===== src/rtl/hub_desc_defines.vh =====
`ifndef HUB_DESC_DEFINES_VH
`define HUB_DESC_DEFINES_VH

// register indices; byte address on apb is index times four
`define IDX_CURRENT       10'h00F
`define IDX_POWER_DELAY   10'h010
`define IDX_LANG_UPPER    10'h011
`define IDX_LANG_LOWER    10'h012
`define IDX_MAKER_LEN     10'h013
`define IDX_ITEM_LEN      10'h014
`define IDX_UNIT_LEN      10'h015
`define IDX_STR_FIRST     10'h016
`define IDX_STR_LAST      10'h053
`define IDX_STATUS        10'h0E0

// apb address layout
`define ADDR_W            12
`define IDX_LSB           2

// reset values
`define CURRENT_RESET     8'h32
`define BYTE_RESET        8'h00

// string limits
`define MAX_STR_CHARS     8'h1F
`define STR_BYTES         62
`define STR_OFF_W         6

// status bit positions
`define STAT_PENDING      0
`define STAT_GOOD         1
`define STAT_STR_BUSY     2

// timing: one delay unit is 2 ms, clock period 20 ns
`define POWER_UNIT_NS     2000000
`define CLK_PERIOD_NS     20
`define POWER_UNIT_CYCLES (`POWER_UNIT_NS / `CLK_PERIOD_NS)
`endif


===== src/rtl/power_on_timer.v =====
`timescale 1ns/100ps
`include "hub_desc_defines.vh"
module power_on_timer #(
  parameter UNIT_CYCLES = `POWER_UNIT_CYCLES,
  parameter CNT_W       = 17
) (
  input  wire       clk,
  input  wire       rst_n,
  input  wire       clk_en,
  input  wire       start,
  input  wire [7:0] delay_units,
  output reg        pending_reg,
  output reg        good_reg
);
  // the count is cut to the counter width on purpose; UNIT_CYCLES must fit in CNT_W bits
  localparam integer     LAST_CYC_INT = UNIT_CYCLES - 1;
  localparam [CNT_W-1:0] LAST_CYC     = LAST_CYC_INT[CNT_W-1:0];

  reg [CNT_W-1:0] cyc_reg;
  reg [7:0]       units_reg;

  // counts whole delay units; a new start restarts the sequence
  always @(posedge clk or negedge rst_n) begin
    if (!rst_n) begin
      cyc_reg     <= {CNT_W{1'b0}};
      units_reg   <= 8'h00;
      pending_reg <= 1'b0;
      good_reg    <= 1'b0;
    end else if (clk_en) begin
      if (start) begin
        cyc_reg     <= {CNT_W{1'b0}};
        units_reg   <= delay_units;
        pending_reg <= 1'b1;
        good_reg    <= 1'b0;
      end else if (pending_reg) begin
        if (units_reg == 8'h00) begin
          pending_reg <= 1'b0;
          good_reg    <= 1'b1;
        end else if (cyc_reg == LAST_CYC) begin
          cyc_reg   <= {CNT_W{1'b0}};
          units_reg <= units_reg - 8'h01;
        end else begin
          cyc_reg <= cyc_reg + {{(CNT_W-1){1'b0}}, 1'b1};
        end
      end
    end
  end
endmodule // power_on_timer


===== src/rtl/string_streamer.v =====
`timescale 1ns/100ps
`include "hub_desc_defines.vh"
module string_streamer (
  input  wire                  clk,
  input  wire                  rst_n,
  input  wire                  clk_en,
  input  wire                  start,
  input  wire [4:0]            char_count,
  input  wire [7:0]            rd_data,
  input  wire                  out_ready,
  output wire [`STR_OFF_W-1:0] rd_off,
  output reg  [7:0]            byte_reg,
  output reg                   valid_reg,
  output reg                   last_reg,
  output reg                   busy_reg
);
  reg [`STR_OFF_W-1:0] off_reg;
  reg [`STR_OFF_W-1:0] total_reg;

  assign rd_off = off_reg;

  // bytes leave in ascending address order, low byte of each character first
  always @(posedge clk or negedge rst_n) begin
    if (!rst_n) begin
      off_reg   <= {`STR_OFF_W{1'b0}};
      total_reg <= {`STR_OFF_W{1'b0}};
      byte_reg  <= 8'h00;
      valid_reg <= 1'b0;
      last_reg  <= 1'b0;
      busy_reg  <= 1'b0;
    end else if (clk_en) begin
      if (!busy_reg) begin
        if (start && char_count != 5'h00) begin
          off_reg   <= {`STR_OFF_W{1'b0}};
          total_reg <= {char_count, 1'b0};
          busy_reg  <= 1'b1;
        end
      end else if (!valid_reg || out_ready) begin
        if (valid_reg && last_reg) begin
          // final byte taken: stream ends
          valid_reg <= 1'b0;
          last_reg  <= 1'b0;
          busy_reg  <= 1'b0;
        end else begin
          byte_reg  <= rd_data;
          valid_reg <= 1'b1;
          last_reg  <= (off_reg == total_reg - 6'h01);
          off_reg   <= off_reg + 6'h01;
        end
      end
    end
  end
endmodule // string_streamer


===== src/rtl/hub_descriptor_config_regs.v =====
`timescale 1ns/100ps
`include "hub_desc_defines.vh"
module hub_descriptor_config_regs #(
  parameter POWER_UNIT_CYCLES = `POWER_UNIT_CYCLES,
  parameter POWER_CNT_W       = 17
) (
  input  wire              pclk,
  input  wire              presetn,
  input  wire              clk_en,
  input  wire              psel,
  input  wire              penable,
  input  wire              pwrite,
  input  wire [`ADDR_W-1:0] paddr,
  input  wire [31:0]       pwdata,
  output reg  [31:0]       prdata,
  output reg               pready,
  output reg               pslverr,
  input  wire              port_power_start,
  output wire              port_power_pending,
  output wire              port_power_good,
  input  wire              maker_str_req,
  input  wire              maker_str_ready,
  output wire [7:0]        maker_str_byte,
  output wire              maker_str_valid,
  output wire              maker_str_last,
  output wire              maker_str_busy,
  output reg  [8:0]        hub_ctrl_current_ma,
  output reg  [15:0]       language_id,
  output reg  [7:0]        hub_ctrl_current_bus_powered_reg,
  output reg  [7:0]        port_power_on_delay_reg,
  output reg  [7:0]        maker_string_length_reg,
  output reg  [7:0]        item_string_length_reg,
  output reg  [7:0]        unit_number_string_length_reg
);
  reg  [7:0]            language_id_upper_reg;
  reg  [7:0]            language_id_lower_reg;
  // manufacturer string bytes, one per word index from 16h
  reg  [7:0]            maker_string_storage [0:`STR_BYTES-1];

  wire [9:0]            idx;
  wire [9:0]            str_diff;
  wire [`STR_OFF_W-1:0] str_off;
  wire                  access;
  wire                  in_range;
  wire                  is_status;
  wire                  mapped;
  wire                  do_write;
  wire [7:0]            wbyte;
  wire [7:0]            wlen;
  wire [`STR_OFF_W-1:0] stream_off;
  wire [7:0]            stream_data;
  reg  [31:0]           rd_word;
  integer               i;

  // word index from byte address; low address bits do not select a byte
  assign idx       = paddr[`ADDR_W-1:`IDX_LSB];
  assign str_diff  = idx - `IDX_STR_FIRST;
  assign str_off   = str_diff[`STR_OFF_W-1:0];
  assign access    = psel & penable;
  assign in_range  = (idx >= `IDX_CURRENT) && (idx <= `IDX_STR_LAST);
  assign is_status = (idx == `IDX_STATUS);
  assign mapped    = in_range | is_status;
  assign wbyte     = pwdata[7:0];

  // write lands only on the edge where the master sees pready high
  assign do_write  = access & pready & pwrite & in_range;

  // lengths saturate so no string can be announced longer than 31 characters
  assign wlen = (wbyte > `MAX_STR_CHARS) ? `MAX_STR_CHARS : wbyte;

  // read data mux; narrow registers sit in the low byte
  always @* begin
    rd_word = 32'h0000_0000;
    if (idx >= `IDX_STR_FIRST && idx <= `IDX_STR_LAST) begin
      rd_word[7:0] = maker_string_storage[str_off];
    end else begin
      case (idx)
        `IDX_CURRENT:     rd_word[7:0] = hub_ctrl_current_bus_powered_reg;
        `IDX_POWER_DELAY: rd_word[7:0] = port_power_on_delay_reg;
        `IDX_LANG_UPPER:  rd_word[7:0] = language_id_upper_reg;
        `IDX_LANG_LOWER:  rd_word[7:0] = language_id_lower_reg;
        `IDX_MAKER_LEN:   rd_word[7:0] = maker_string_length_reg;
        `IDX_ITEM_LEN:    rd_word[7:0] = item_string_length_reg;
        `IDX_UNIT_LEN:    rd_word[7:0] = unit_number_string_length_reg;
        `IDX_STATUS: begin
          rd_word[`STAT_PENDING]  = port_power_pending;
          rd_word[`STAT_GOOD]     = port_power_good;
          rd_word[`STAT_STR_BUSY] = maker_str_busy;
        end
        default:          rd_word = 32'h0000_0000;
      endcase
    end
  end

  // apb answer: one wait state, pready then drops for the next request
  always @(posedge pclk or negedge presetn) begin
    if (!presetn) begin
      pready  <= 1'b0;
      pslverr <= 1'b0;
      prdata  <= 32'h0000_0000;
    end else if (clk_en) begin
      if (access && !pready) begin
        pready  <= 1'b1;
        pslverr <= ~mapped;
        prdata  <= (pwrite || !mapped) ? 32'h0000_0000 : rd_word;
      end else begin
        pready  <= 1'b0;
        pslverr <= 1'b0;
      end
    end
  end

  // configuration registers; status index is read only
  always @(posedge pclk or negedge presetn) begin
    if (!presetn) begin
      hub_ctrl_current_bus_powered_reg <= `CURRENT_RESET;
      port_power_on_delay_reg          <= `BYTE_RESET;
      language_id_upper_reg            <= `BYTE_RESET;
      language_id_lower_reg            <= `BYTE_RESET;
      maker_string_length_reg          <= `BYTE_RESET;
      item_string_length_reg           <= `BYTE_RESET;
      unit_number_string_length_reg    <= `BYTE_RESET;
    end else if (clk_en && do_write) begin
      case (idx)
        `IDX_CURRENT:     hub_ctrl_current_bus_powered_reg <= wbyte;
        `IDX_POWER_DELAY: port_power_on_delay_reg          <= wbyte;
        `IDX_LANG_UPPER:  language_id_upper_reg            <= wbyte;
        `IDX_LANG_LOWER:  language_id_lower_reg            <= wbyte;
        `IDX_MAKER_LEN:   maker_string_length_reg          <= wlen;
        `IDX_ITEM_LEN:    item_string_length_reg           <= wlen;
        `IDX_UNIT_LEN:    unit_number_string_length_reg    <= wlen;
        default:          port_power_on_delay_reg          <= port_power_on_delay_reg;
      endcase
    end
  end

  // string storage cleared at reset so reads never return unknowns
  always @(posedge pclk or negedge presetn) begin
    if (!presetn) begin
      for (i = 0; i < `STR_BYTES; i = i + 1) begin
        maker_string_storage[i] <= `BYTE_RESET;
      end
    end else if (clk_en && do_write && idx >= `IDX_STR_FIRST) begin
      maker_string_storage[str_off] <= wbyte;
    end
  end

  // derived descriptor values, registered so outputs come from flops
  always @(posedge pclk or negedge presetn) begin
    if (!presetn) begin
      hub_ctrl_current_ma <= 9'h000;
      language_id         <= 16'h0000;
    end else if (clk_en) begin
      hub_ctrl_current_ma <= {hub_ctrl_current_bus_powered_reg, 1'b0};
      language_id         <= {language_id_upper_reg, language_id_lower_reg};
    end
  end

  // port power-on delay, counted in whole 2 ms units
  power_on_timer #(
    .UNIT_CYCLES (POWER_UNIT_CYCLES),
    .CNT_W       (POWER_CNT_W)
  ) u_power_timer (
    .clk         (pclk),
    .rst_n       (presetn),
    .clk_en      (clk_en),
    .start       (port_power_start),
    .delay_units (port_power_on_delay_reg),
    .pending_reg (port_power_pending),
    .good_reg    (port_power_good)
  );

  // the streamer reads storage through its own port, in parallel with apb
  assign stream_data = maker_string_storage[stream_off];

  // length is sampled at the request; a later length write does not cut a running stream
  string_streamer u_maker_stream (
    .clk        (pclk),
    .rst_n      (presetn),
    .clk_en     (clk_en),
    .start      (maker_str_req),
    .char_count (maker_string_length_reg[4:0]),
    .rd_data    (stream_data),
    .out_ready  (maker_str_ready),
    .rd_off     (stream_off),
    .byte_reg   (maker_str_byte),
    .valid_reg  (maker_str_valid),
    .last_reg   (maker_str_last),
    .busy_reg   (maker_str_busy)
  );
endmodule // hub_descriptor_config_regs


===== config.mk =====
export PLATFORM = sky130hd
export DESIGN_NAME = hub_descriptor_config_regs
export DESIGN_NICKNAME = d
export VERILOG_FILES = /design/src/rtl/power_on_timer.v /design/src/rtl/string_streamer.v /design/src/rtl/hub_descriptor_config_regs.v
export VERILOG_INCLUDE_DIRS = /design/src /design/src/rtl
export SDC_FILE = /design/constraint.sdc
export NUM_CORES = 1
export LEC_CHECK = 0
export ABC_CLOCK_PERIOD_IN_PS = 6100
export BUFFER_PORTS_ARGS = -buffer_cell sky130_fd_sc_hd__clkbuf_2
export CELL_PAD_IN_SITES_DETAIL_PLACEMENT = 2
export CELL_PAD_IN_SITES_GLOBAL_PLACEMENT = 2
export CORE_UTILIZATION = 45
export CTS_CLUSTER_SIZE = 28
export DETAILED_ROUTE_END_ITERATION = 8
export GPL_ROUTABILITY_DRIVEN = 0
export PLACE_DENSITY_LB_ADDON = 0.1
export SLEW_MARGIN = 20
export SYNTH_ARGS = -nofsm -noshare
export SYNTH_HDL_FRONTEND = slang
export SYNTH_SLANG_ARGS = --single-unit

===== constraint.sdc =====
create_clock -name pclk -period 6.1 [get_ports pclk]
set_input_delay 0.305 -clock pclk [delete_from_list [all_inputs] [get_ports pclk]]
set_output_delay 0.305 -clock pclk [all_outputs]
set_load 0.005 [all_outputs]

==> flow_results.org, run 1 <==
** Place
- Summed over all nets, the half-perimeter wirelength after detailed placement is 80900 um.
- Count of port buffers added during placement :: 113
- Cell Area, Placed :: 35500 um^2

** Global routing
- Global routing usage summed across all routing layers :: 0.328
- Entering global routing, the biggest net connects 172 pins.
- Vias in the first global route :: 26300
- Initial antenna violation count :: 1
- For this run the aggregate overflow at the end of global routing stands at 0.
- Global-route wire length before repair :: 186000 um

** Final layout
- Multi-input gate area in the final layout :: 17200 um^2
- Antenna Diode Count :: 0
- At the end of the flow, the number of nets in the layout was 2655.
- In the final layout, the share of cells above drive strength 1 is 0.438.
- Combined flip-flop and latch cell area :: 15900 um^2
- Max FFs per register :: 496
- With fillers left out, the area of the finished cells amounts to 38200 um^2.
- Area added between synthesis and finish :: 11.7%
- After filler insertion, the fill cell instance count of the layout stands at 6954.

** Setup path
- Path type of the worst setup path :: reg -> reg
- The startpoint identified for the worst register-to-register timing path is u_maker_stream.rd_off[0].
- For the worst setup path, the data required time is 6.55 ns.
- The largest single stage delay on the critical path is 0.97 ns.
- Reg2Reg Setup Slack :: 2.37 ns
- The worst register-to-register path has a depth of 6.
- Among all stages on the critical path, the largest delay is contributed by dfrtp_4.
- For the worst setup path, the data arrival time is 4.18 ns.
- Critical Path Start Type :: flip-flop
- Largest fanout on the critical path :: 37
- Critical path cell sequence :: buf_4 -> mux4_2 -> mux2i_1 -> o21ai_0 -> a211oi_1 -> nor3_1
- The endpoint identified for the worst register-to-register timing path is u_maker_stream.byte_reg[1].
- STA classifies the critical path endpoint as a flip-flop.

** Min path
- Cells on Worst Hold Path :: 3
- The worst hold path terminates at u_maker_stream.busy_reg.
- Path category of the worst min-delay check :: in -> reg
- The startpoint identified for the worst hold timing path is maker_str_ready.

** Clock network
- The number of setup buffers added after CTS is 0.
- In this run the deepest clock path goes through 3 buffers.
- CTS tree :: yes
- After clock tree synthesis, the clock-pin slew on the worst setup and hold paths is 0.06 ns.
- Gates resized, CTS repair :: 0
- The H-tree was split into 3 levels.
- Clk sink count :: 635
- Buffers inserted during clock tree synthesis total 76.
- Source-to-sink clock delay at the later pin of the worst-skew pair :: 0.64 ns
- Root buffer cell :: clkbuf_16
- The number of hold buffers added after CTS was 1.

** Synth
- Among all flip-flop cells after synthesis, the most frequent one is dfrtp_1.
- Summing every instance area after synthesis gives 34200 um^2.
- dfrtp_1 takes more of the synthesized area than any other cell.
- The average instance in the mapped netlist occupies 13.5 um^2.
- FFs w/ async S/R, synth :: 1.00
- Ranked by total cell area, the synthesized netlist is headed by dfrtp_1, mux2_2, mux4_2.
- Ys Warns :: 0
- The synthesized design contains 635 register bits.
- Yosys mapped a number of flops with a built-in enable equal to 0.
- After synthesis, the netlist uses 89 different library cells.
- In the post-synthesis netlist, the cell with the most instances is dfrtp_1.
- Top cell types by occurrence after synthesis :: dfrtp_1, mux2_2, mux4_2
- For this run, the register share of the synthesized area comes to 0.465.
- Synthesis produced a netlist whose cell count is 2535.
- Area share of the largest cell type after synthesis :: 0.463

** Detailed routing
- Post-route antenna net violation count :: 0
- DRC violations left :: 0
- Iter 0 DRT Violations :: 1992
- Average wire per standard cell :: 34.5 um
- After detailed routing, the total wire length is 125000 um.
- Using the TritonRoute via totals, the vias-per-cell ratio works out to 6.63.
- Router iterations before antenna repair :: 5
- Total number of vias :: 24000

** Timing
- Of the available clock period, the critical path in the final layout requires 0.612.
- Max-slew violation total from the final report :: 0
- The worst path in the final design needs a cycle of 3.73 ns, including I/O delays and setup.
- Slew at the pin closest to its max-slew limit :: 1.26 ns
- Maximum clock frequency :: 268 MHz
- Setup repair after global routing missed its margin :: no
- Adding up every negative setup slack in the final design gives 0 ns.
- Headroom to the max-slew limit came out at 0.152.
- The total count of hold-check failures in the final report is 0.
- Across the routed clock network, the largest skew measured is 0.0174 ns.
- Setup violations remaining at the end of the flow were counted as 0.

** Floorplanning
- Row generation in the floorplan step produced 100 rows.
- In this run the count of I/O pins placed on the die edge is 165.
- The floorplan step set the die width to 278 um.
- Core region area :: 74800 um^2
- Starting Density :: 0.457
- Total die area :: 77100 um^2
- The floorplan step set the die height to 278 um.

** Status
- The flow ran to the end, and the final reports show no timing, DRC or antenna violations.

** Power and ir drop
- Pwr Density :: 298 nW/um^2
- The design draws 11400 uW.
- Total leakage power :: 0.0177 uW
- Across the VDD grid, the largest voltage drop is 0.000195 V.

** Run
- Across the run, the number of max-cap violations was 0.
==> layout make-up <==
cell class | instances | share of cell area
multi-input combinational | 1680 | 0.451
sequential | 635 | 0.417
clock buffer | 110 | 0.0585
tap | 969 | 0.0318
timing repair buffer | 177 | 0.0301
clock inverter | 27 | 0.00964
inverter | 22 | 0.00216
==> kinds of logic (layout without fill, tap and decap cells) <==
| kind of cell | Yosys count | after routing | share of synthesized area |
|---|---|---|---|
| compound gates | 316 | 316 | 0.0640 |
| xor+xnor | 14 | 14 | 0.00359 |
| fa+ha+maj | 10 | 10 | 0.00366 |
| buf+inv | 244 | 336 | 0.0346 |
| flops | 635 | 635 | 0.465 |
| mux | 872 | 872 | 0.359 |
| other cells | 1 | 25 | 0.000110 |
| simple gates | 443 | 443 | 0.0705 |
==> routing by layer <==
| metal | up-vias | share of wire | global-route usage | wire [um] |
|---|---|---|---|---|
| li1 | 9752 | - | - | - |
| met1 | 13200 | 0.43 | 0.449 | 53100 |
| met2 | 852 | 0.48 | 0.534 | 60400 |
| met3 | 220 | 0.051 | 0.0478 | 6360 |
| met4 | 0 | 0.039 | 0.120 | 4910 |
| met5 | - | 0 | 0 | 0 |
==> per-stage QoR <==
step | setup WS, ns | utilization | hold slack, ns | instances
6_report | 2.37 | 0.510 | 0.0350 | 3620
3_5_place_dp | 1.88 | 0.475 | 0.380 | 3481
4_1_cts | 2.40 | 0.510 | 0.00971 | 3619
5_1_grt | 2.28 | 0.510 | 0.0446 | 3620
2_1_floorplan | 2.57 | - | 0.00941 | 2559
3_3_place_gp | 1.69 | 0.475 | 0.372 | 3480
==> worst max-delay path by stage <==
stage | to | start | cells after the start
global placement | prdata[2] | paddr[3] | 11
floorplan | prdata[5] | paddr[3] | 15
global route | u_maker_stream.byte_reg[1] | u_maker_stream.rd_off[0] | 6
detailed placement | maker_string_storage[24] | clk_en | 6
finish | u_maker_stream.byte_reg[1] | u_maker_stream.rd_off[0] | 6
CTS | u_maker_stream.byte_reg[3] | u_maker_stream.rd_off[0] | 6
==> where the power goes <==
| part | switching [uW] | internal [uW] | total, uW |
|---|---|---|---|
| combinational | 1380 | 671 | 2050 |
| clock | 1880 | 2880 | 4770 |
| sequential | 266 | 4300 | 4560 |
| total | 3520 | 7850 | 11400 |
==> cells in the final DEF, fill, tap and decap left out, types with 16 or more instances in the layout <==
| master | n |
|---|---|
| clkbuf_2 | 110 |
| nand2_1 | 141 |
| mux2_4 | 24 |
| clkbuf_1 | 16 |
| mux2i_1 | 95 |
| o221ai_1 | 22 |
| clkbuf_16 | 78 |
| mux2_2 | 535 |
| conb_1 | 25 |
| mux4_2 | 212 |
| clkbuf_8 | 16 |
| a32oi_1 | 19 |
| inv_1 | 19 |
| dfrtp_1 | 630 |
| a21oi_1 | 55 |
| nor2_1 | 69 |
| nand3_1 | 37 |
| nand2_2 | 48 |
| o22ai_1 | 17 |
| o21ai_0 | 69 |
| a22oi_1 | 19 |
| nor2b_1 | 18 |
| buf_4 | 56 |
| and2_1 | 22 |
==> worst max-delay path: cells and delay by family (launching register included) <==
| family | cells | cell delay, ns |
|---|---|---|
| compound gates | 2 | 1.09 |
| buf+inv | 1 | 0.44 |
| flops | 1 | 0.97 |
| mux | 2 | 0.84 |
| simple gates | 1 | 0.10 |
(Power assumes the default switching activity.)
==> run 2, diff against run 1 <==
--- a/config.mk
+++ b/config.mk
@@ -6,7 +6,7 @@
 export SDC_FILE = /design/constraint.sdc
 export NUM_CORES = 1
 export LEC_CHECK = 0
-export ABC_CLOCK_PERIOD_IN_PS = 6100
+export ABC_CLOCK_PERIOD_IN_PS = 3600
 export BUFFER_PORTS_ARGS = -buffer_cell sky130_fd_sc_hd__clkbuf_2
 export CELL_PAD_IN_SITES_DETAIL_PLACEMENT = 2
 export CELL_PAD_IN_SITES_GLOBAL_PLACEMENT = 2
==> constraint.sdc (replaced) <==
create_clock -name pclk -period 3.6 [get_ports pclk]
set_input_delay 0.18 -clock pclk [delete_from_list [all_inputs] [get_ports pclk]]
set_output_delay 0.18 -clock pclk [all_outputs]
set_load 0.005 [all_outputs]
==> run 2 against run 1 <==
Worst hold slack improved by 0.045 ns. Wire length is 2.3% higher. Clock skew increased by 0.0051 ns. Final cell count increased by 1.7%. Sequential power up 68%. Register-to-register slack got worse by 1.8 ns. Flip-flop and latch count did not move. Count of clock-buffer cells in the layout rose by 1. Critical path type unchanged. Largest cell class unchanged.
==> flow_results.org, run 2 (same netlist as run 1, synthesis figures left out) <==
** Status
- Outcome :: completed (unchanged)

** Clock network
- The clock transition at the register clock pins on the worst setup and hold paths after CTS was 0.06 ns (about the same).
- The clock tree root driver cell was clkbuf_16 (unchanged).
- The number of levels in the clock H-tree was 3 (unchanged).
- Clk sink count :: 635 (unchanged)
- The number of buffers on the longest clock path was 3 (unchanged).
- The number of clock buffers inserted by TritonCTS came to 74 (was 76).
- The post-CTS setup-driven buffer insertion count is 0 (unchanged).
- CTS tree :: yes (unchanged)
- The latest clock arrival within the worst-skew pair was 0.63 ns (was 0.64 ns).

** Detailed routing
- Average wire per standard cell :: 34.7 um (was 34.5 um)
- Total number of vias :: 24500 (was 24000)
- DRC violations left :: 0 (unchanged)
- Post-route antenna net violation count :: 0 (unchanged)
- The number of DRC violations after detailed-routing iteration 0 is 1760 (was 1992).
- The via density per instance came to 6.65 (was 6.63).
- Router iterations before antenna repair :: 7 (was 5)
- The overall routed net length is 128000 um (was 125000 um).

** Place
- Detailed Place HPWL :: 86900 um (was 80900 um)
- The count of port buffers added during placement was 113 (unchanged).

** Global routing
- Global-route wire length before repair :: 190000 um (was 186000 um)
- The maximum number of pins on one net before global-route repair is 101 (was 172).
- Global routing usage summed across all routing layers :: 0.334 (was 0.328)
- Met2 track demand over resource in global routing :: 0.548 (was 0.534)
- The routing usage on met3 is 0.0499 (was 0.0478).
- Initial antenna violation count :: 2 (was 1)
- Met1 demand-to-capacity share in global routing :: 0.443 (was 0.449)
- Vias in the first global route :: 26700 (was 26300)
- Layer with the highest usage :: met2 (unchanged)
- The residual overflow from global routing is 0 (unchanged).

** Timing
- The worst slew slack as a fraction of its limit came to 0.207 (was 0.152).
- Setup repair after global routing missed its margin: no (unchanged).
- The total setup violations reported at the end of the flow is 0 (unchanged).
- The maximum clock skew at final layout was 0.0224 ns (was 0.0174 ns).
- The shortest clock period the worst path allows after layout is 3.07 ns (was 3.73 ns).
- Worst hold-check slack :: 0.0802 ns (was 0.0350 ns)
- The fraction of the cycle the final worst path needs is 0.853 (was 0.612).
- Slew at the pin closest to its max-slew limit :: 1.16 ns (was 1.26 ns)
- The total count of hold-check failures in the final report was 0 (unchanged).
- Total Neg Setup Slack :: 0 ns (unchanged)
- Max-slew violation total from the final report :: 0 (unchanged)
- Maximum clock frequency :: 326 MHz (was 268 MHz)

** Final layout
- Leading cell type in the layout, fill and taps excluded :: dfrtp_1 (unchanged)
- Number of fill cells in the layout :: 6919 (was 6954)
- Most frequent cells in the layout :: dfrtp_1, mux2_2, mux4_2, nand2_1, clkbuf_2 (unchanged)
- Max FFs per register :: 496 (unchanged)
- The area of the multi-input gates is 17200 um^2 (about the same).
- Final Net Count :: 2717 (was 2655)
- Area added between synthesis and finish :: 13.4% (was 11.7%)
- The fraction of final layout cells sized beyond drive strength 1 was 0.449 (was 0.438).
- The area taken by flip-flops and latches is 15900 um^2 (unchanged).

** Power and ir drop
- The static leakage power was 0.0181 uW (was 0.0177 uW).
- Total Power Consumption :: 19400 uW (was 11400 uW)
- The power density over cell area is 500 nW/um^2 (was 298 nW/um^2).
- Worst supply voltage drop on vdd :: 0.000312 V (was 0.000195 V)

** Min path
- The worst hold path class is in -> reg (unchanged).
- Endpoint of the worst hold-timing path :: u_power_timer.units_reg[0] (was u_maker_stream.busy_reg)
- Hold path start :: clk_en (was maker_str_ready)
- Cells on Worst Hold Path :: 4 (was 3)

** Setup path
- Path type of the worst setup path :: reg -> reg (unchanged)
- The maximum cell stage delay along the critical path came to 0.76 ns (was 0.97 ns).
- Reg2Reg Setup Slack :: 0.53 ns (was 2.37 ns)
- The cell type of the slowest stage on the worst timing path is dfrtp_4 (unchanged).
- The worst reg2reg path depth came to 7 (was 6).
- The sort of element at the start of the critical path was a flip-flop (unchanged).
- Type of element capturing the critical path :: flip-flop (unchanged)
- Worst flop-to-flop path endpoint :: u_maker_stream.byte_reg[4] (was u_maker_stream.byte_reg[1])
- Largest fanout on the critical path :: 29 (was 37)
- Critical path cell sequence: buf_12 -> mux2i_1 -> o221ai_1 -> o22ai_1 -> o21ai_0 -> a21boi_0 -> o31ai_1 (was buf_4 -> mux4_2 -> mux2i_1 -> o21ai_0 -> a211oi_1 -> nor3_1).
- The signal arrival time at the worst endpoint came to 3.59 ns (was 4.18 ns).
- Startpoint of the lowest-slack register-to-register path :: u_maker_stream.rd_off[0] (unchanged)
- CP required :: 4.12 ns (was 6.55 ns)

** Run
- The max capacitance violation total came to 0 (unchanged).

** Floorplanning
- The number of I/O pins is 165 (unchanged).
- Starting Density :: 0.457 (unchanged)
- Die X-Extent :: 278 um (unchanged)
- The area of the die came to 77100 um^2 (unchanged).
- The height of the chip was 278 um (unchanged).
- The placeable core region is 74800 um^2 (unchanged).
- Site row count :: 100 (unchanged)
run 2: changes by cell type in the layout (fill, tap and decap cells not counted), sizes merged:
cell	previous run	this run
buf	66	129
bufinv	8	6
dlygate4sd3	1	3
inv	25	23
clkinv	15	14
clkinvlp	1	0
diode	0	1
run 2: worst max path at each step:
stage | start | depth (start not counted) | to
3_5_place_dp | paddr[4] | 7 | maker_string_storage[34]
4_1_cts | u_maker_stream.rd_off[0] | 7 | u_maker_stream.byte_reg[4]
5_1_grt | u_maker_stream.rd_off[0] | 7 | u_maker_stream.byte_reg[4]
2_1_floorplan | paddr[3] | 15 | prdata[5]
3_3_place_gp | paddr[4] | 7 | maker_string_storage[75]
6_report | u_maker_stream.rd_off[0] | 7 | u_maker_stream.byte_reg[4]
run 2: cell type report:
type / instances / area share
Multi-Input combinational cell: 1680 / 0.444
Sequential cell: 635 / 0.410
Clock buffer: 111 / 0.0579
Timing Repair Buffer: 241 / 0.0474
Tap cell: 969 / 0.0313
Clock inverter: 21 / 0.00687
Inverter: 22 / 0.00213
Antenna cell: 1 / 0.0000645
run 2: per-layer routing:
| metal | part of all wire | routed length [um] |
|---|---|---|
| met5 | 0 | 0 |
| met4 | 0.044 | 5680 |
| met3 | 0.055 | 7000 |
| met2 | 0.49 | 62100 |
| met1 | 0.41 | 52900 |
run 2: what timing repair did:
action / 4_1_cts / 5_1_grt
hold endpoints to repair: 79 / 0
gates resized for setup: 0 / 0
hold buffers: 3 / 0
run 2: through the flow:
step	instance area, um^2	setup WS [ns]	util	std cells
after floorplan	34300	0.197	-	2559
after global placement	36200	0.182	0.484	3544
after detailed placement	36200	0.0331	0.484	3544
after CTS	38800	0.605	0.518	3679
after global routing	38800	0.471	0.518	3680
final	38800	0.529	0.518	3680
run 2: worst max-delay path: cells and delay by family, from the launching register on:
kind                   cells  cell delay, ns
AO/OA/AOI/OAI              5            1.68
flip-flops                 1            0.76
buffers and inverters      1            0.30
multiplexers               1            0.17
run 2: where the power goes:
group | switching (uW) | internal [uW]
Clock | 3160 | 4730
Sequential | 374 | 7280
Combinational | 2470 | 1350
